==> config.mk <==
export PLATFORM = sky130hd
export DESIGN_NAME = divided_buffer_transfer_engine
export DESIGN_NICKNAME = d
export VERILOG_FILES = /design/src/verilog/xfer_engine_pkg.sv /design/src/verilog/divided_buffer_transfer_engine.sv
export VERILOG_INCLUDE_DIRS = /design/src /design/src/verilog
export SDC_FILE = /design/constraint.sdc
export NUM_CORES = 1
export LEC_CHECK = 0
export BUFFER_PORTS_ARGS = -buffer_cell sky130_fd_sc_hd__buf_2
export CAP_MARGIN = 20
export CORE_ASPECT_RATIO = 0.75
export CORE_MARGIN = 3
export CORE_UTILIZATION = 61
export CTS_BUF_LIST = sky130_fd_sc_hd__clkbuf_2
export CTS_CLUSTER_DIAMETER = 30
export CTS_CLUSTER_SIZE = 16
export DETAILED_ROUTE_END_ITERATION = 16
export PLACE_DENSITY = 0.95
export SKIP_CTS_REPAIR_TIMING = 1
export SLEW_MARGIN = 20
export SYNTH_ARGS = -nofsm -noshare
export SYNTH_HDL_FRONTEND = slang
export SYNTH_SLANG_ARGS = --single-unit
==> constraint.sdc <==
create_clock -name i_clk -period 6.2 [get_ports i_clk]
set_clock_uncertainty 0.05 [all_clocks]
set_input_delay 0.31 -clock i_clk [delete_from_list [all_inputs] [get_ports i_clk]]
set_output_delay 0.31 -clock i_clk [all_outputs]
set_load 0.01 [all_outputs]
==> src/verilog/xfer_engine_map.svh <==
// Constants for the divided buffer transfer engine.
// Assumes a 50 MHz core clock; included by bare name.
`ifndef XFER_ENGINE_MAP_SVH
`define XFER_ENGINE_MAP_SVH
`define CLK_PERIOD_NS 20
`define MS_NS 1000000
`define MS_CYCLES (`MS_NS / `CLK_PERIOD_NS)
`define WDT_DEFAULT_MS 16'h00c8
`define ERR_UNIT_ABSENT 16'h1a34
`define ERR_NONE 16'h0000
`define UNIT_SEL_MAX 3'h7
`define BUF_INDEX_MAX 15'h7ffe
`define BUF_DEPTH 2
`endif

==> src/verilog/xfer_engine_pkg.sv <==
// Types for the divided buffer transfer engine.
// Assumes nothing beyond a SystemVerilog compiler.
package xfer_engine_pkg;
	typedef enum logic [1:0] {
		ST_IDLE = 2'b00,
		ST_RUN = 2'b01,
		ST_STOP = 2'b11
	} state_type;
	typedef enum logic {
		DIR_WRITE = 1'b0,
		DIR_READ = 1'b1
	} dir_type;
endpackage

==> src/verilog/divided_buffer_transfer_engine.sv <==
// Divided block transfer between controller data memory and unit buffer memory.
// Assumes a scan-end pulse on the core clock and memories answering via handshake.
`timescale 1ns/1ps
`include "xfer_engine_map.svh"

// Functional notes
// - Normal end of a transfer sets the instruction done flag.
// - Faulted end sets the abort flag instead of done.
// - Second start for a busy unit sets blocked flag and is held.
// - Held transfer resumes once the busy unit's transfer ends.
// - Absent unit raises operation error flag with code 6708.
// - Units are numbered upward from zero, nearest first.
// - With a built-in network master, external units start at one.
// - Unit buffer holds up to 32767 words; head index zero to 32766.
// - Write copies consecutive controller words into consecutive buffer words.
// - Watchdog time word resets to 200 ms and is writable.
// - Without refresh, a new watchdog time applies at scan end.
// - Drive removal suspends; words already moved stay in place.
// - Index value is captured at start; later changes are ignored.
// - Read copies consecutive buffer words into consecutive controller words.
// - At most the per-scan count moves each scan; ceiling scans total.
module divided_buffer_transfer_engine
	import xfer_engine_pkg::*;
#(
	parameter int MS_CYCLES = `MS_CYCLES
) (
	// Clock and reset
	input wire logic i_clk,
	input wire logic i_nrst,
	// Request
	input wire logic i_start,
	input wire logic i_dir_read,
	input wire logic i_drive,
	input wire logic [2:0] i_unit_select,
	input wire logic [14:0] i_head_buffer_index,
	input wire logic [15:0] i_ctrl_base,
	input wire logic [15:0] i_index_value,
	input wire logic [14:0] i_total_word_count,
	input wire logic [14:0] i_words_per_cycle,
	// Scan and watchdog
	input wire logic i_scan_end,
	input wire logic i_watchdog_refresh_instr,
	input wire logic i_wdt_write,
	input wire logic [15:0] i_wdt_data,
	input wire logic i_err_clear,
	// Unit presence pins
	input wire logic [7:0] i_unit_present,
	input wire logic i_builtin_master,
	// Fetch side
	output logic o_fetch_valid,
	input wire logic i_fetch_ready,
	output logic [15:0] o_fetch_addr,
	output logic o_from_unit,
	input wire logic i_fetch_rvalid,
	input wire logic [15:0] i_fetch_data,
	// Store side
	output logic o_store_valid,
	input wire logic i_store_ready,
	output logic [15:0] o_store_addr,
	output logic [15:0] o_store_data,
	input wire logic i_xfer_fault,
	// Unit addressing
	output logic [2:0] o_unit_slot,
	output logic o_unit_is_master,
	// Status
	output logic o_busy,
	output logic o_instr_done_flag,
	output logic o_instr_abort_flag,
	output logic o_instr_blocked_flag,
	output logic o_operation_error_flag,
	output logic [15:0] o_operation_error_code,
	output logic [15:0] o_watchdog_time_word,
	output logic o_watchdog_error,
	output logic [14:0] o_word_offset
);
	state_type state_ff;
	logic [1:0] pres_meta_ff, pres_sync_ff;
	logic [7:0] unit_meta_ff, unit_sync_ff;
	logic dir_ff;
	logic [2:0] unit_ff;
	logic [14:0] total_ff, per_ff, quota_ff, fetch_cnt_ff;
	logic outstanding_ff;
	logic pend_ff, pend_dir_ff;
	logic [2:0] pend_unit_ff;
	logic [15:0] pend_unit_addr_ff, pend_ctrl_addr_ff;
	logic [14:0] pend_total_ff, pend_per_ff;
	logic [15:0] fifo_mem [`BUF_DEPTH];
	logic fifo_wp_ff, fifo_rp_ff;
	logic [1:0] fifo_cnt_ff;
	logic [15:0] wdt_limit_ff, wdt_ms_ff;
	logic [$clog2(MS_CYCLES)-1:0] ms_div_ff;
	logic ms_tick;
	logic launch, launch_new, launch_pend, present, hold_new;
	logic [2:0] l_unit;
	logic l_dir;
	logic [15:0] l_unit_addr, l_ctrl_addr;
	logic [14:0] l_total, l_per;
	logic fetch_acc, store_acc, push, finish, abort_run, wdt_trip;

	// Pins from outside the clock domain
	always_ff @(posedge i_clk) begin
		unit_meta_ff <= i_unit_present;
		unit_sync_ff <= unit_meta_ff;
		pres_meta_ff <= {pres_meta_ff[0], i_builtin_master};
		pres_sync_ff <= {pres_sync_ff[0], pres_meta_ff[1]};
	end

	// index captured at start, also for a held start; 15-bit head index widened to 16
	always_comb begin
		launch_new = i_start && state_ff == ST_IDLE && !pend_ff;
		launch_pend = pend_ff && state_ff == ST_IDLE && !i_start;
		launch = launch_new || launch_pend;
		hold_new = i_start && !launch_new && !pend_ff;
		l_unit = launch_pend ? pend_unit_ff : i_unit_select;
		l_dir = launch_pend ? pend_dir_ff : i_dir_read;
		l_total = launch_pend ? pend_total_ff : i_total_word_count;
		l_per = launch_pend ? pend_per_ff : i_words_per_cycle;
		l_unit_addr = launch_pend ? pend_unit_addr_ff
			: {1'b0, i_head_buffer_index} + i_index_value;
		l_ctrl_addr = launch_pend ? pend_ctrl_addr_ff : i_ctrl_base + i_index_value;
	end

	// upward numbering; built-in master takes number zero
	always_comb begin
		o_unit_is_master = pres_sync_ff[1] && unit_ff == 3'h0;
		o_unit_slot = pres_sync_ff[1] ? unit_ff - 3'h1 : unit_ff;
		if (pres_sync_ff[1] && l_unit == 3'h0) begin
			present = 1'b1;
		end else begin
			present = unit_sync_ff[pres_sync_ff[1] ? l_unit - 3'h1 : l_unit];
		end
	end

	assign fetch_acc = o_fetch_valid && i_fetch_ready;
	assign store_acc = o_store_valid && i_store_ready;
	assign push = i_fetch_rvalid && outstanding_ff;
	assign finish = state_ff == ST_RUN && store_acc && o_word_offset + 15'h1 == total_ff;
	assign abort_run = state_ff == ST_RUN && (i_xfer_fault || wdt_trip);

	// fetch only while scan quota and buffer room remain
	assign o_fetch_valid = state_ff == ST_RUN && i_drive && quota_ff != 15'h0
		&& fetch_cnt_ff != total_ff && !outstanding_ff
		&& fifo_cnt_ff != 2'(`BUF_DEPTH);
	assign o_store_valid = state_ff == ST_RUN && fifo_cnt_ff != 2'h0;
	assign o_store_data = fifo_mem[fifo_rp_ff];
	assign o_busy = state_ff != ST_IDLE;
	assign o_from_unit = dir_ff;

	always_ff @(posedge i_clk) begin
		if (!i_nrst) begin
			state_ff <= ST_IDLE;
		end else begin
			case (state_ff)
				ST_IDLE: begin
					if (launch && present) begin
						state_ff <= ST_RUN;
					end
				end
				ST_RUN: begin
					if (finish) begin
						state_ff <= ST_IDLE;
					end else if (abort_run || !i_drive) begin
						state_ff <= ST_STOP;
					end
				end
				ST_STOP: begin
					// Wait out an in-flight fetch so its answer is not mistaken later
					if (!outstanding_ff || i_fetch_rvalid) begin
						state_ff <= ST_IDLE;
					end
				end
				default: state_ff <= ST_IDLE;
			endcase
		end
	end

	// Captured operands
	always_ff @(posedge i_clk) begin
		if (!i_nrst) begin
			dir_ff <= 1'b0;
			unit_ff <= 3'h0;
			total_ff <= 15'h0;
			per_ff <= 15'h0;
		end else if (launch && present) begin
			dir_ff <= l_dir;
			unit_ff <= l_unit;
			total_ff <= l_total;
			per_ff <= l_per;
		end
	end

	always_ff @(posedge i_clk) begin
		if (!i_nrst) begin
			o_fetch_addr <= 16'h0;
			o_store_addr <= 16'h0;
		end else if (launch && present) begin
			o_fetch_addr <= l_dir ? l_unit_addr : l_ctrl_addr;
			o_store_addr <= l_dir ? l_ctrl_addr : l_unit_addr;
		end else begin
			if (fetch_acc) begin
				o_fetch_addr <= o_fetch_addr + 16'h1;
			end
			if (store_acc) begin
				o_store_addr <= o_store_addr + 16'h1;
			end
		end
	end

	// per-scan quota reloaded at every scan end
	always_ff @(posedge i_clk) begin
		if (!i_nrst) begin
			quota_ff <= 15'h0;
			fetch_cnt_ff <= 15'h0;
			outstanding_ff <= 1'b0;
		end else begin
			if (launch && present) begin
				quota_ff <= l_per;
			end else if (i_scan_end) begin
				quota_ff <= per_ff;
			end else if (fetch_acc) begin
				quota_ff <= quota_ff - 15'h1;
			end
			if (launch && present) begin
				fetch_cnt_ff <= 15'h0;
			end else if (fetch_acc) begin
				fetch_cnt_ff <= fetch_cnt_ff + 15'h1;
			end
			if (fetch_acc) begin
				outstanding_ff <= 1'b1;
			end else if (i_fetch_rvalid) begin
				outstanding_ff <= 1'b0;
			end
		end
	end

	always_ff @(posedge i_clk) begin
		if (!i_nrst) begin
			o_word_offset <= 15'h0;
		end else if (launch && present) begin
			o_word_offset <= 15'h0;
		end else if (store_acc) begin
			o_word_offset <= o_word_offset + 15'h1;
		end
	end

	// Two-entry buffer; a stalled store holds fetches off
	always_ff @(posedge i_clk) begin
		if (!i_nrst || state_ff == ST_IDLE) begin
			fifo_wp_ff <= 1'b0;
			fifo_rp_ff <= 1'b0;
			fifo_cnt_ff <= 2'h0;
		end else begin
			if (push && state_ff == ST_RUN) begin
				fifo_mem[fifo_wp_ff] <= i_fetch_data;
				fifo_wp_ff <= ~fifo_wp_ff;
			end
			if (store_acc) begin
				fifo_rp_ff <= ~fifo_rp_ff;
			end
			fifo_cnt_ff <= fifo_cnt_ff + 2'(push && state_ff == ST_RUN) - 2'(store_acc);
		end
	end

	// hold a start that arrives while the engine is busy and none is held yet, whatever its unit
	always_ff @(posedge i_clk) begin
		if (!i_nrst) begin
			pend_ff <= 1'b0;
			pend_dir_ff <= 1'b0;
			pend_unit_ff <= 3'h0;
			pend_unit_addr_ff <= 16'h0;
			pend_ctrl_addr_ff <= 16'h0;
			pend_total_ff <= 15'h0;
			pend_per_ff <= 15'h0;
		end else if (hold_new) begin
			pend_ff <= 1'b1;
			pend_dir_ff <= i_dir_read;
			pend_unit_ff <= i_unit_select;
			pend_unit_addr_ff <= {1'b0, i_head_buffer_index} + i_index_value;
			pend_ctrl_addr_ff <= i_ctrl_base + i_index_value;
			pend_total_ff <= i_total_word_count;
			pend_per_ff <= i_words_per_cycle;
		end else if (launch_pend) begin
			// resume once the unit is free
			pend_ff <= 1'b0;
		end
	end

	// completion and blocked flags; a set beats a clear
	always_ff @(posedge i_clk) begin
		if (!i_nrst) begin
			o_instr_done_flag <= 1'b0;
			o_instr_abort_flag <= 1'b0;
			o_instr_blocked_flag <= 1'b0;
		end else begin
			if (finish) begin
				o_instr_done_flag <= 1'b1;
			end else if (launch) begin
				o_instr_done_flag <= 1'b0;
			end
			if (abort_run || (launch && !present)) begin
				o_instr_abort_flag <= 1'b1;
			end else if (launch) begin
				o_instr_abort_flag <= 1'b0;
			end
			if (hold_new && o_busy && i_unit_select == unit_ff) begin
				o_instr_blocked_flag <= 1'b1;
			end else if (launch_pend) begin
				o_instr_blocked_flag <= 1'b0;
			end
		end
	end

	// absent unit reports the operation error
	always_ff @(posedge i_clk) begin
		if (!i_nrst) begin
			o_operation_error_flag <= 1'b0;
			o_operation_error_code <= `ERR_NONE;
		end else if (launch && !present) begin
			o_operation_error_flag <= 1'b1;
			o_operation_error_code <= `ERR_UNIT_ABSENT;
		end else if (i_err_clear) begin
			o_operation_error_flag <= 1'b0;
		end
	end

	// watchdog time word; takes effect at refresh or scan end
	always_ff @(posedge i_clk) begin
		if (!i_nrst) begin
			o_watchdog_time_word <= `WDT_DEFAULT_MS;
			wdt_limit_ff <= `WDT_DEFAULT_MS;
		end else begin
			if (i_wdt_write) begin
				o_watchdog_time_word <= i_wdt_data;
			end
			if (i_watchdog_refresh_instr || i_scan_end) begin
				wdt_limit_ff <= o_watchdog_time_word;
			end
		end
	end

	assign ms_tick = ms_div_ff == ($clog2(MS_CYCLES))'(MS_CYCLES - 1);
	assign wdt_trip = wdt_ms_ff >= wdt_limit_ff;

	// Millisecond watchdog; a long scan aborts the running transfer
	always_ff @(posedge i_clk) begin
		if (!i_nrst || i_watchdog_refresh_instr || i_scan_end) begin
			ms_div_ff <= '0;
			wdt_ms_ff <= 16'h0;
		end else begin
			ms_div_ff <= ms_tick ? '0 : ms_div_ff + 1'b1;
			if (ms_tick && !wdt_trip) begin
				wdt_ms_ff <= wdt_ms_ff + 16'h1;
			end
		end
	end

	always_ff @(posedge i_clk) begin
		if (!i_nrst) begin
			o_watchdog_error <= 1'b0;
		end else if (wdt_trip) begin
			o_watchdog_error <= 1'b1;
		end else if (i_err_clear) begin
			o_watchdog_error <= 1'b0;
		end
	end

	// Assertions
	a_done_on_last: assert property (@(posedge i_clk) disable iff (!i_nrst)
		finish |=> o_instr_done_flag && state_ff == ST_IDLE)
		else $error("done flag missing after last word");
	a_abort_no_done: assert property (@(posedge i_clk) disable iff (!i_nrst)
		abort_run && !finish |=> o_instr_abort_flag && !o_instr_done_flag)
		else $error("abort did not set abort flag");
	a_blocked_holds: assert property (@(posedge i_clk) disable iff (!i_nrst)
		(hold_new && o_busy && i_unit_select == unit_ff) |=> o_instr_blocked_flag && pend_ff)
		else $error("same-unit start not held");
	a_resume_held: assert property (@(posedge i_clk) disable iff (!i_nrst)
		(pend_ff && state_ff == ST_IDLE && !i_start) |-> ##1 !pend_ff)
		else $error("held transfer did not resume");
	a_error_code: assert property (@(posedge i_clk) disable iff (!i_nrst)
		(launch && !present) |=> o_operation_error_flag
			&& o_operation_error_code == 16'h1a34 && state_ff == ST_IDLE)
		else $error("absent unit not reported");
	a_scan_quota: assert property (@(posedge i_clk) disable iff (!i_nrst)
		state_ff == ST_RUN && !i_scan_end && !launch |-> quota_ff <= per_ff)
		else $error("quota above per-scan count");
	a_offset_bound: assert property (@(posedge i_clk) disable iff (!i_nrst)
		store_acc && state_ff == ST_RUN |=> o_word_offset == $past(o_word_offset) + 15'h1)
		else $error("offset did not advance by one");
	a_suspend_stop: assert property (@(posedge i_clk) disable iff (!i_nrst)
		state_ff == ST_RUN && !i_drive && !finish |=> state_ff == ST_STOP ##[1:300] state_ff == ST_IDLE)
		else $error("drive removal did not suspend");
	a_wdt_reset: assert property (@(posedge i_clk)
		!i_nrst |=> o_watchdog_time_word == 16'h00c8)
		else $error("watchdog word reset value wrong");
	a_wdt_load: assert property (@(posedge i_clk) disable iff (!i_nrst)
		i_scan_end && !i_watchdog_refresh_instr |=> wdt_limit_ff == $past(o_watchdog_time_word))
		else $error("watchdog time not applied at scan end");
	a_master_zero: assert property (@(posedge i_clk) disable iff (!i_nrst)
		pres_sync_ff[1] && unit_ff == 3'h2 |-> o_unit_slot == 3'h1)
		else $error("external numbering not shifted");
	c_normal_end: cover property (@(posedge i_clk) disable iff (!i_nrst) finish);
	c_blocked: cover property (@(posedge i_clk) disable iff (!i_nrst)
		o_instr_blocked_flag ##[1:1000] launch_pend);
	c_stall_full: cover property (@(posedge i_clk) disable iff (!i_nrst)
		fifo_cnt_ff == 2'h2 && !i_store_ready);
	c_absent: cover property (@(posedge i_clk) disable iff (!i_nrst) launch && !present);
endmodule // divided_buffer_transfer_engine

Word-level counts from Yosys, hierarchy flattened:

Memories as Yosys holds them, arrays and structs flattened. A register that Yosys moved wholly into a read port is not among the register bits.
Cells that the tools add are included.
Widths: inputs -> output; s select.

* register bits: 275
* memory bits (writable): 32
* input port bits: 134
* output and inout port bits: 108
* memories: 1

* add/sub/neg operators: 13
* $lt $le $gt $ge: 2
* equal/unequal tests: 10
* multiplexer cells: 41
* bitwise operators: 3
* reductions and logical operators: 62

Memory list
* fifo_mem: words 2, bits a word 16, read ports 1, clocked after Yosys merged registers in 1, write ports 1, RTL line divided_buffer_transfer_engine.sv:87 `` logic [15:0] fifo_mem [`BUF_DEPTH]; ``

Operators by type and width (count)
* $mux 16: 8
* $mux 15: 5
* $add 16x1->16 const B: 4
* $add 15x1->15 const B: 2
* $logic_and 1x1->1: 26
* $reduce_bool 2->1: 11
* $mux 1: 19
* $add 15x16->16: 1
* $add 16x16->16: 1
* $eq 16x16->1 const B: 1
* $ge 16x16->1: 1
* $eq 15x15->1: 1
* $ne 15x15->1: 1
* $reduce_bool 15->1: 1
* $sub 15x1->15 const B: 1
* $logic_or 1x1->1: 9
* $mux 3: 3
* $logic_not 1->1: 8
* $mux 2: 4
* $logic_not 3->1: 2
* $ne 2x2->1 const B: 3
* $pmux 2 s3: 1
* $sub 3x1->3 const B: 2
* $lt 3x4->1 const B: 1
* 12 further kinds: 15

Logic depth before layout (Yosys ltp):

* word-level depth: 13
* depth in mapped cells: 14

Worst setup path before layout:

No wires, ideal clock.

* path type: register to register
* start: register state_ff[1]
* end: register o_store_addr[9]
* data arrival time: 3.128 ns
* path slack: 2.900 ns
* stages on the path, launching flop included: 13
* path buffers: 2
* period minus slack after synthesis: 3.300 ns
* cell sequence: dfxtp_1 > or4b_1 > buf_2 > mux2i_4 > ha_1 > nor2b_1 > nand2_1 > mux2_2 > o211ai_1 > o32ai_2 > or2_1 > buf_4 > o311a_1

* longest elaborated chain between the ends: 11
* elaborated cells between the ends (all ways): 24
* classes of those cells: 1 x add/sub; 1 x eq/ne; 10 x mux; 12 x reduce/logical

RTL lines
* start: declaration: RTL line divided_buffer_transfer_engine.sv:76 `state_type state_ff;`
* start signal: assignment: RTL line divided_buffer_transfer_engine.sv:151 `state_ff <= ST_IDLE;`
* start signal: assignment: RTL line divided_buffer_transfer_engine.sv:156 `state_ff <= ST_RUN;`
* start signal: assignment: RTL line divided_buffer_transfer_engine.sv:161 `state_ff <= ST_IDLE;`
* $logic_not 2->1: RTL line divided_buffer_transfer_engine.sv:110, divided_buffer_transfer_engine.sv:111
* $logic_and 1x1->1 (2 in series): RTL line divided_buffer_transfer_engine.sv:111 `launch_pend = pend_ff && state_ff == ST_IDLE && !i_start;`
* $mux 3: RTL line divided_buffer_transfer_engine.sv:114 `l_unit = launch_pend ? pend_unit_ff : i_unit_select;`
* $sub 3x1->3: RTL line divided_buffer_transfer_engine.sv:130 `present = unit_sync_ff[pres_sync_ff[1] ? l_unit - 3'h1 : l_unit];`
* $mux 3: RTL line divided_buffer_transfer_engine.sv:130
* $bmux 1 s3: RTL line divided_buffer_transfer_engine.sv:130
* $mux 1: RTL line divided_buffer_transfer_engine.sv:130
* $mux 1: RTL line divided_buffer_transfer_engine.sv:127 `if (pres_sync_ff[1] && l_unit == 3'h0) begin`
* $logic_and 1x1->1: RTL line divided_buffer_transfer_engine.sv:196 `end else if (launch && present) begin`
* $mux 16 or $reduce_bool 2->1 (tied branches)
* end signal: assignment: RTL line divided_buffer_transfer_engine.sv:198 `o_store_addr <= l_dir ? l_ctrl_addr : l_unit_addr;`
* end signal: assignment: RTL line divided_buffer_transfer_engine.sv:204 `o_store_addr <= o_store_addr + 16'h1;`
* end: declaration: RTL line divided_buffer_transfer_engine.sv:59 `output logic [15:0] o_store_addr,`

Parallel ways exist; a longest one is shown, timed or not. The select of a mux whose other input is x is not followed.
A chain may end at the register's enable or synchronous reset.

Worst setup path in the final report:

* start: register pend_ff
* end: register o_instr_abort_flag

* longest elaborated chain between the ends: 12
* elaborated cells between the ends (all ways): 18
* classes of those cells: 1 x add/sub; 6 x mux; 11 x reduce/logical

RTL lines
* start: declaration: RTL line divided_buffer_transfer_engine.sv:83 `logic pend_ff, pend_dir_ff;`
* start signal: assignment: RTL line divided_buffer_transfer_engine.sv:267 `pend_ff <= 1'b0;`
* start signal: assignment: RTL line divided_buffer_transfer_engine.sv:275 `pend_ff <= 1'b1;`
* start signal: assignment: RTL line divided_buffer_transfer_engine.sv:284 `pend_ff <= 1'b0;`
* $logic_and 1x1->1 (2 in series): RTL line divided_buffer_transfer_engine.sv:111
* $mux 3: RTL line divided_buffer_transfer_engine.sv:114
* $sub 3x1->3: RTL line divided_buffer_transfer_engine.sv:130
* $mux 3: RTL line divided_buffer_transfer_engine.sv:130
* $bmux 1 s3: RTL line divided_buffer_transfer_engine.sv:130
* $mux 1: RTL line divided_buffer_transfer_engine.sv:130
* $mux 1: RTL line divided_buffer_transfer_engine.sv:127
* $logic_not 1->1: RTL line divided_buffer_transfer_engine.sv:300 `if (abort_run || (launch && !present)) begin`
* $logic_and 1x1->1: RTL line divided_buffer_transfer_engine.sv:300
* $logic_or 1x1->1: RTL line divided_buffer_transfer_engine.sv:300
* $mux 1 or $reduce_bool 2->1 (tied branches)
* end signal: assignment: RTL line divided_buffer_transfer_engine.sv:292 `o_instr_abort_flag <= 1'b0;`
* end signal: assignment: RTL line divided_buffer_transfer_engine.sv:301 `o_instr_abort_flag <= 1'b1;`
* end signal: assignment: RTL line divided_buffer_transfer_engine.sv:303 `o_instr_abort_flag <= 1'b0;`
* end: declaration: RTL line divided_buffer_transfer_engine.sv:68 `output logic o_instr_abort_flag,`

Parallel ways exist; a longest one is shown, timed or not. The select of a mux whose other input is x is not followed.

==> flow_summary.json <==
{
  "synth-seq-cells": 308,
  "worst_ep_arrival_time_ns": 5.23,
  "critPathRequiredTime_ns": 7.01,
  "crit_type": "flop to flop",
  "num_antenna_cells": 0,
  "ys_seq_area_share_pct": 40.12,
  "p_total_mw": 4.771,
  "syn_to_final_growth_pct": 19.99,
  "drive_above_1_share_pct": 16.29,
  "numPortBuffers": 231,
  "violations": "hold timing",
  "async_flop_share_pct": 0,
  "viasPerCell": 5.996,
  "synth_ff_type": "dfxtp_1",
  "switchingPower_mw": 1.641,
  "cts_tree": "yes",
  "intPower_mw": 3.131,
  "synth_top_cell_by_area": "dfxtp_1",
  "rsz0062_at_grt": "false",
  "fillCellCount": 1754,
  "worstSkewPairLatency_ns": 0.94,
  "outcome": "finished with violations",
  "hold_class": "input port to flop",
  "cp_top_family": "buffers and inverters",
  "post_drt_wl_per_cell_um": 17.92,
  "finalSetupTns_ns": 0,
  "synthCells": 1930,
  "ys_top_cells_by_area": "dfxtp_1 (34%), nand2_1 (7.5%), edfxtp_1 (5.9%), nor2_1 (5.0%), xnor2_1 (4.9%)",
  "routed_wl_um": 46850,
  "multi_input_area_mm2": 0.009000,
  "combPwrFrac_pct": 24.2,
  "cp-end-kind": "flop",
  "initial_utilization_pct": 63.34,
  "seq_area_mm2": 0.006486,
  "cts_sinks": 308,
  "wl_met3_um": 4016,
  "synth-edff-count": 32,
  "layout_min_cycle_time_ns": 4.417,
  "first_iter_violations": 1822,
  "cpMaxStageDelayCell": "dlygate4sd3_1",
  "fin_crit_sh_pct": 71.24,
  "fp.coreArea_mm2": 0.02552,
  "place_hpwl_um": 30490,
  "overflow": 0,
  "postRouteAntennaNets": 0,
  "rows": 50,
  "fin_nets": 2440,
  "p_per_area_mw_per_mm2": 246.0,
  "p_clk_share_pct": 27.1,
  "grt_start_max_net_pins": 81,
  "setup_violations": 0,
  "power_frac_seq_pct": 48.6,
  "drc_errors": 0,
  "crit_buf_inv": 3,
  "utilization_pct": 76.00,
  "die_w_um": 194.0,
  "syn_area_mm2": 0.01617,
  "clockRootBuffer": "clkbuf_2",
  "num_vias": 15679,
  "path_cells": "or4b_4, buf_4, mux2i_1, mux2i_1, a311o_1, o32ai_2, or2_1, buf_4, o21ai_0, a21oi_1, dlygate4sd3_1",
  "slew_headroom_pct": 27.28,
  "track_usage_pct": 28.81,
  "worst_pin_slew_ns": 1.088,
  "fmax_mhz": 226.4,
  "path_max_fanout": 63,
  "path_clk_slew_ns": 0.21,
  "ios": 242,
  "slowest_delay_ns": 0.58,
  "antenna_found_initial": 0,
  "wl_met1_um": 18900,
  "fp.dieArea_mm2": 0.02851,
  "yosysUniqueCellTypes": 78,
  "vdd_ir_drop_max_mv": 0.2385,
  "met2WireLength_um": 22070,
  "fin_ws_ns": 1.783,
  "dr.max_layer_used": "met4",
  "timing.final.max_slew_violations": 0,
  "timing.hold.ws_ns": -0.06943,
  "cts-htree-levels": 2,
  "firstDrtPassIters": 6,
  "p_leak_nw": 8.086,
  "hold_viol_final": 7,
  "clock_path_buffers": 3,
  "dpl_worst_slack_ns": 1.884,
  "cts_buffers": 41,
  "grt_pass1_wl_um": 69210,
  "netSwitchingFraction_pct": 34.38,
  "critPathLaunchType": "flop",
  "yosysWarnings": 0,
  "synth_top_area_share_pct": 34.18,
  "grt_pass1_vias": 14110,
  "drv_cap": 0,
  "gp_congestion": 0.9039,
  "die_y_um": 147.0,
  "syn_area_per_cell_um2": 8.377
}
==> power by group through the flow <==
stage	clock, mW	sequential (mW)	combinational (mW)
after floorplan	0	2.32	0.742
after global placement	0	2.34	0.991
after detailed placement	0	2.35	1.04
after CTS	1.31	2.31	1.04
after global routing	1.39	2.34	1.26
final	1.29	2.32	1.16
==> cells in the final DEF, fill, tap and decap left out, drive strengths merged, types with 7 or more instances in the layout <==
| cell type | n |
|---|---|
| a2111oi | 10 |
| a211oi | 34 |
| a21o | 14 |
| a21oi | 129 |
| a311oi | 16 |
| a31oi | 12 |
| and2 | 11 |
| and3 | 29 |
| and4 | 9 |
| buf | 244 |
| clkbuf | 48 |
| clkinv | 10 |
| conb | 10 |
| dfxtp | 276 |
| dlygate4sd3 | 146 |
| edfxtp | 32 |
| ha | 59 |
| inv | 60 |
| mux2 | 22 |
| mux2i | 58 |
| nand2 | 324 |
| nand2b | 12 |
| nand3 | 57 |
| nand4 | 32 |
| nor2 | 218 |
| nor2b | 14 |
| nor3 | 26 |
| nor4 | 13 |
| o211ai | 10 |
| o21a | 13 |
| o21ai | 59 |
| o22ai | 10 |
| o31ai | 9 |
| or2 | 7 |
| or3 | 7 |
| xnor2 | 90 |
| xor2 | 65 |
==> cells in the mapped netlist, types with 10 or more instances <==
cell	n
nand2_1	324
dfxtp_1	276
nor2_1	217
a21oi_1	129
xnor2_1	90
clkbuf_1	85
xor2_1	65
ha_1	59
mux2i_1	57
nand3_1	57
o21ai_0	57
inv_1	47
edfxtp_1	32
nand4_1	32
a211oi_1	29
and3_1	29
nor3_1	26
mux2_2	22
buf_4	18
a311oi_1	16
buf_2	16
a21o_1	14
nor2b_1	14
nor4_1	13
o21a_1	13
a31oi_1	12
nand2b_1	12
and2_1	11
o211ai_1	10
o22ai_1	10
==> path summary, 6_finish.rpt <==
path | slack, ns | depth (start not counted) | from | end
max reg2reg | 1.78 | 11 | pend_ff | o_instr_abort_flag
min reg2reg | 0.27 | 0 | unit_meta_ff[6] | unit_sync_ff[6]
min | -0.07 | 5 | i_ctrl_base[11] | pend_ctrl_addr_ff[11]
max | 1.78 | 11 | pend_ff | o_instr_abort_flag
==> cell type report <==
| type | count | share of cell area (%) |
|---|---|---|
| tap | 338 | 2.180 |
| multi-input combinational | 1455 | 46.39 |
| timing repair buffer | 390 | 14.06 |
| clock buffer | 48 | 1.238 |
| clock inverter | 27 | 1.729 |
| inverter | 49 | 0.9610 |
| sequential | 308 | 33.44 |
==> metal layers <==
layer,GRT usage [%],vias to the layer above
met1,38.16,7355
met2,46.73,795
li1,-,7367
met4,11.45,0
met5,0,-
met3,5.777,162
==> cells by family after synthesis <==
family                   synth area share (%)
XOR/XNOR                                8.397
AND/OR/NAND/NOR                         21.51
buffers and inverters                   4.675
AO/OA/AOI/OAI                           15.26
multiplexers                            5.201
adder cells (fa/ha/maj)                 4.814
flip-flops                              40.12
other                                 0.02320
==> worst reg2reg max path: cells and delay by family (launching register included) <==
| family | cells | cell delay, ns |
|---|---|---|
| AO/OA/AOI/OAI | 4 | 1.09 |
| buffers and inverters | 3 | 1.41 |
| flip-flops | 1 | 0.50 |
| multiplexers | 2 | 0.60 |
| AND/OR/NAND/NOR | 2 | 0.73 |
==> per-stage QoR <==
stage	instances	area, µm²
after floorplan	1939	16200
after global placement	2394	17360
after detailed placement	2394	17360
after CTS	2469	17940
after global routing	2615	19400
final	2615	19400
==> state kept, by name, summed over array words and instances (netlist names), 3 cells and up, named ones only <==
register              count
fetch_cnt_ff             15
fifo_mem                 32
ms_div_ff                16
o_fetch_addr             16
o_store_addr             16
o_watchdog_time_word     16
o_word_offset            15
pend_ctrl_addr_ff        16
pend_per_ff              15
pend_total_ff            15
pend_unit_addr_ff        16
pend_unit_ff              3
per_ff                   15
quota_ff                 15
total_ff                 15
unit_ff                   3
unit_meta_ff              8
unit_sync_ff              8
wdt_limit_ff             16
wdt_ms_ff                16
Note: power is estimated with default switching activity, not from simulation.
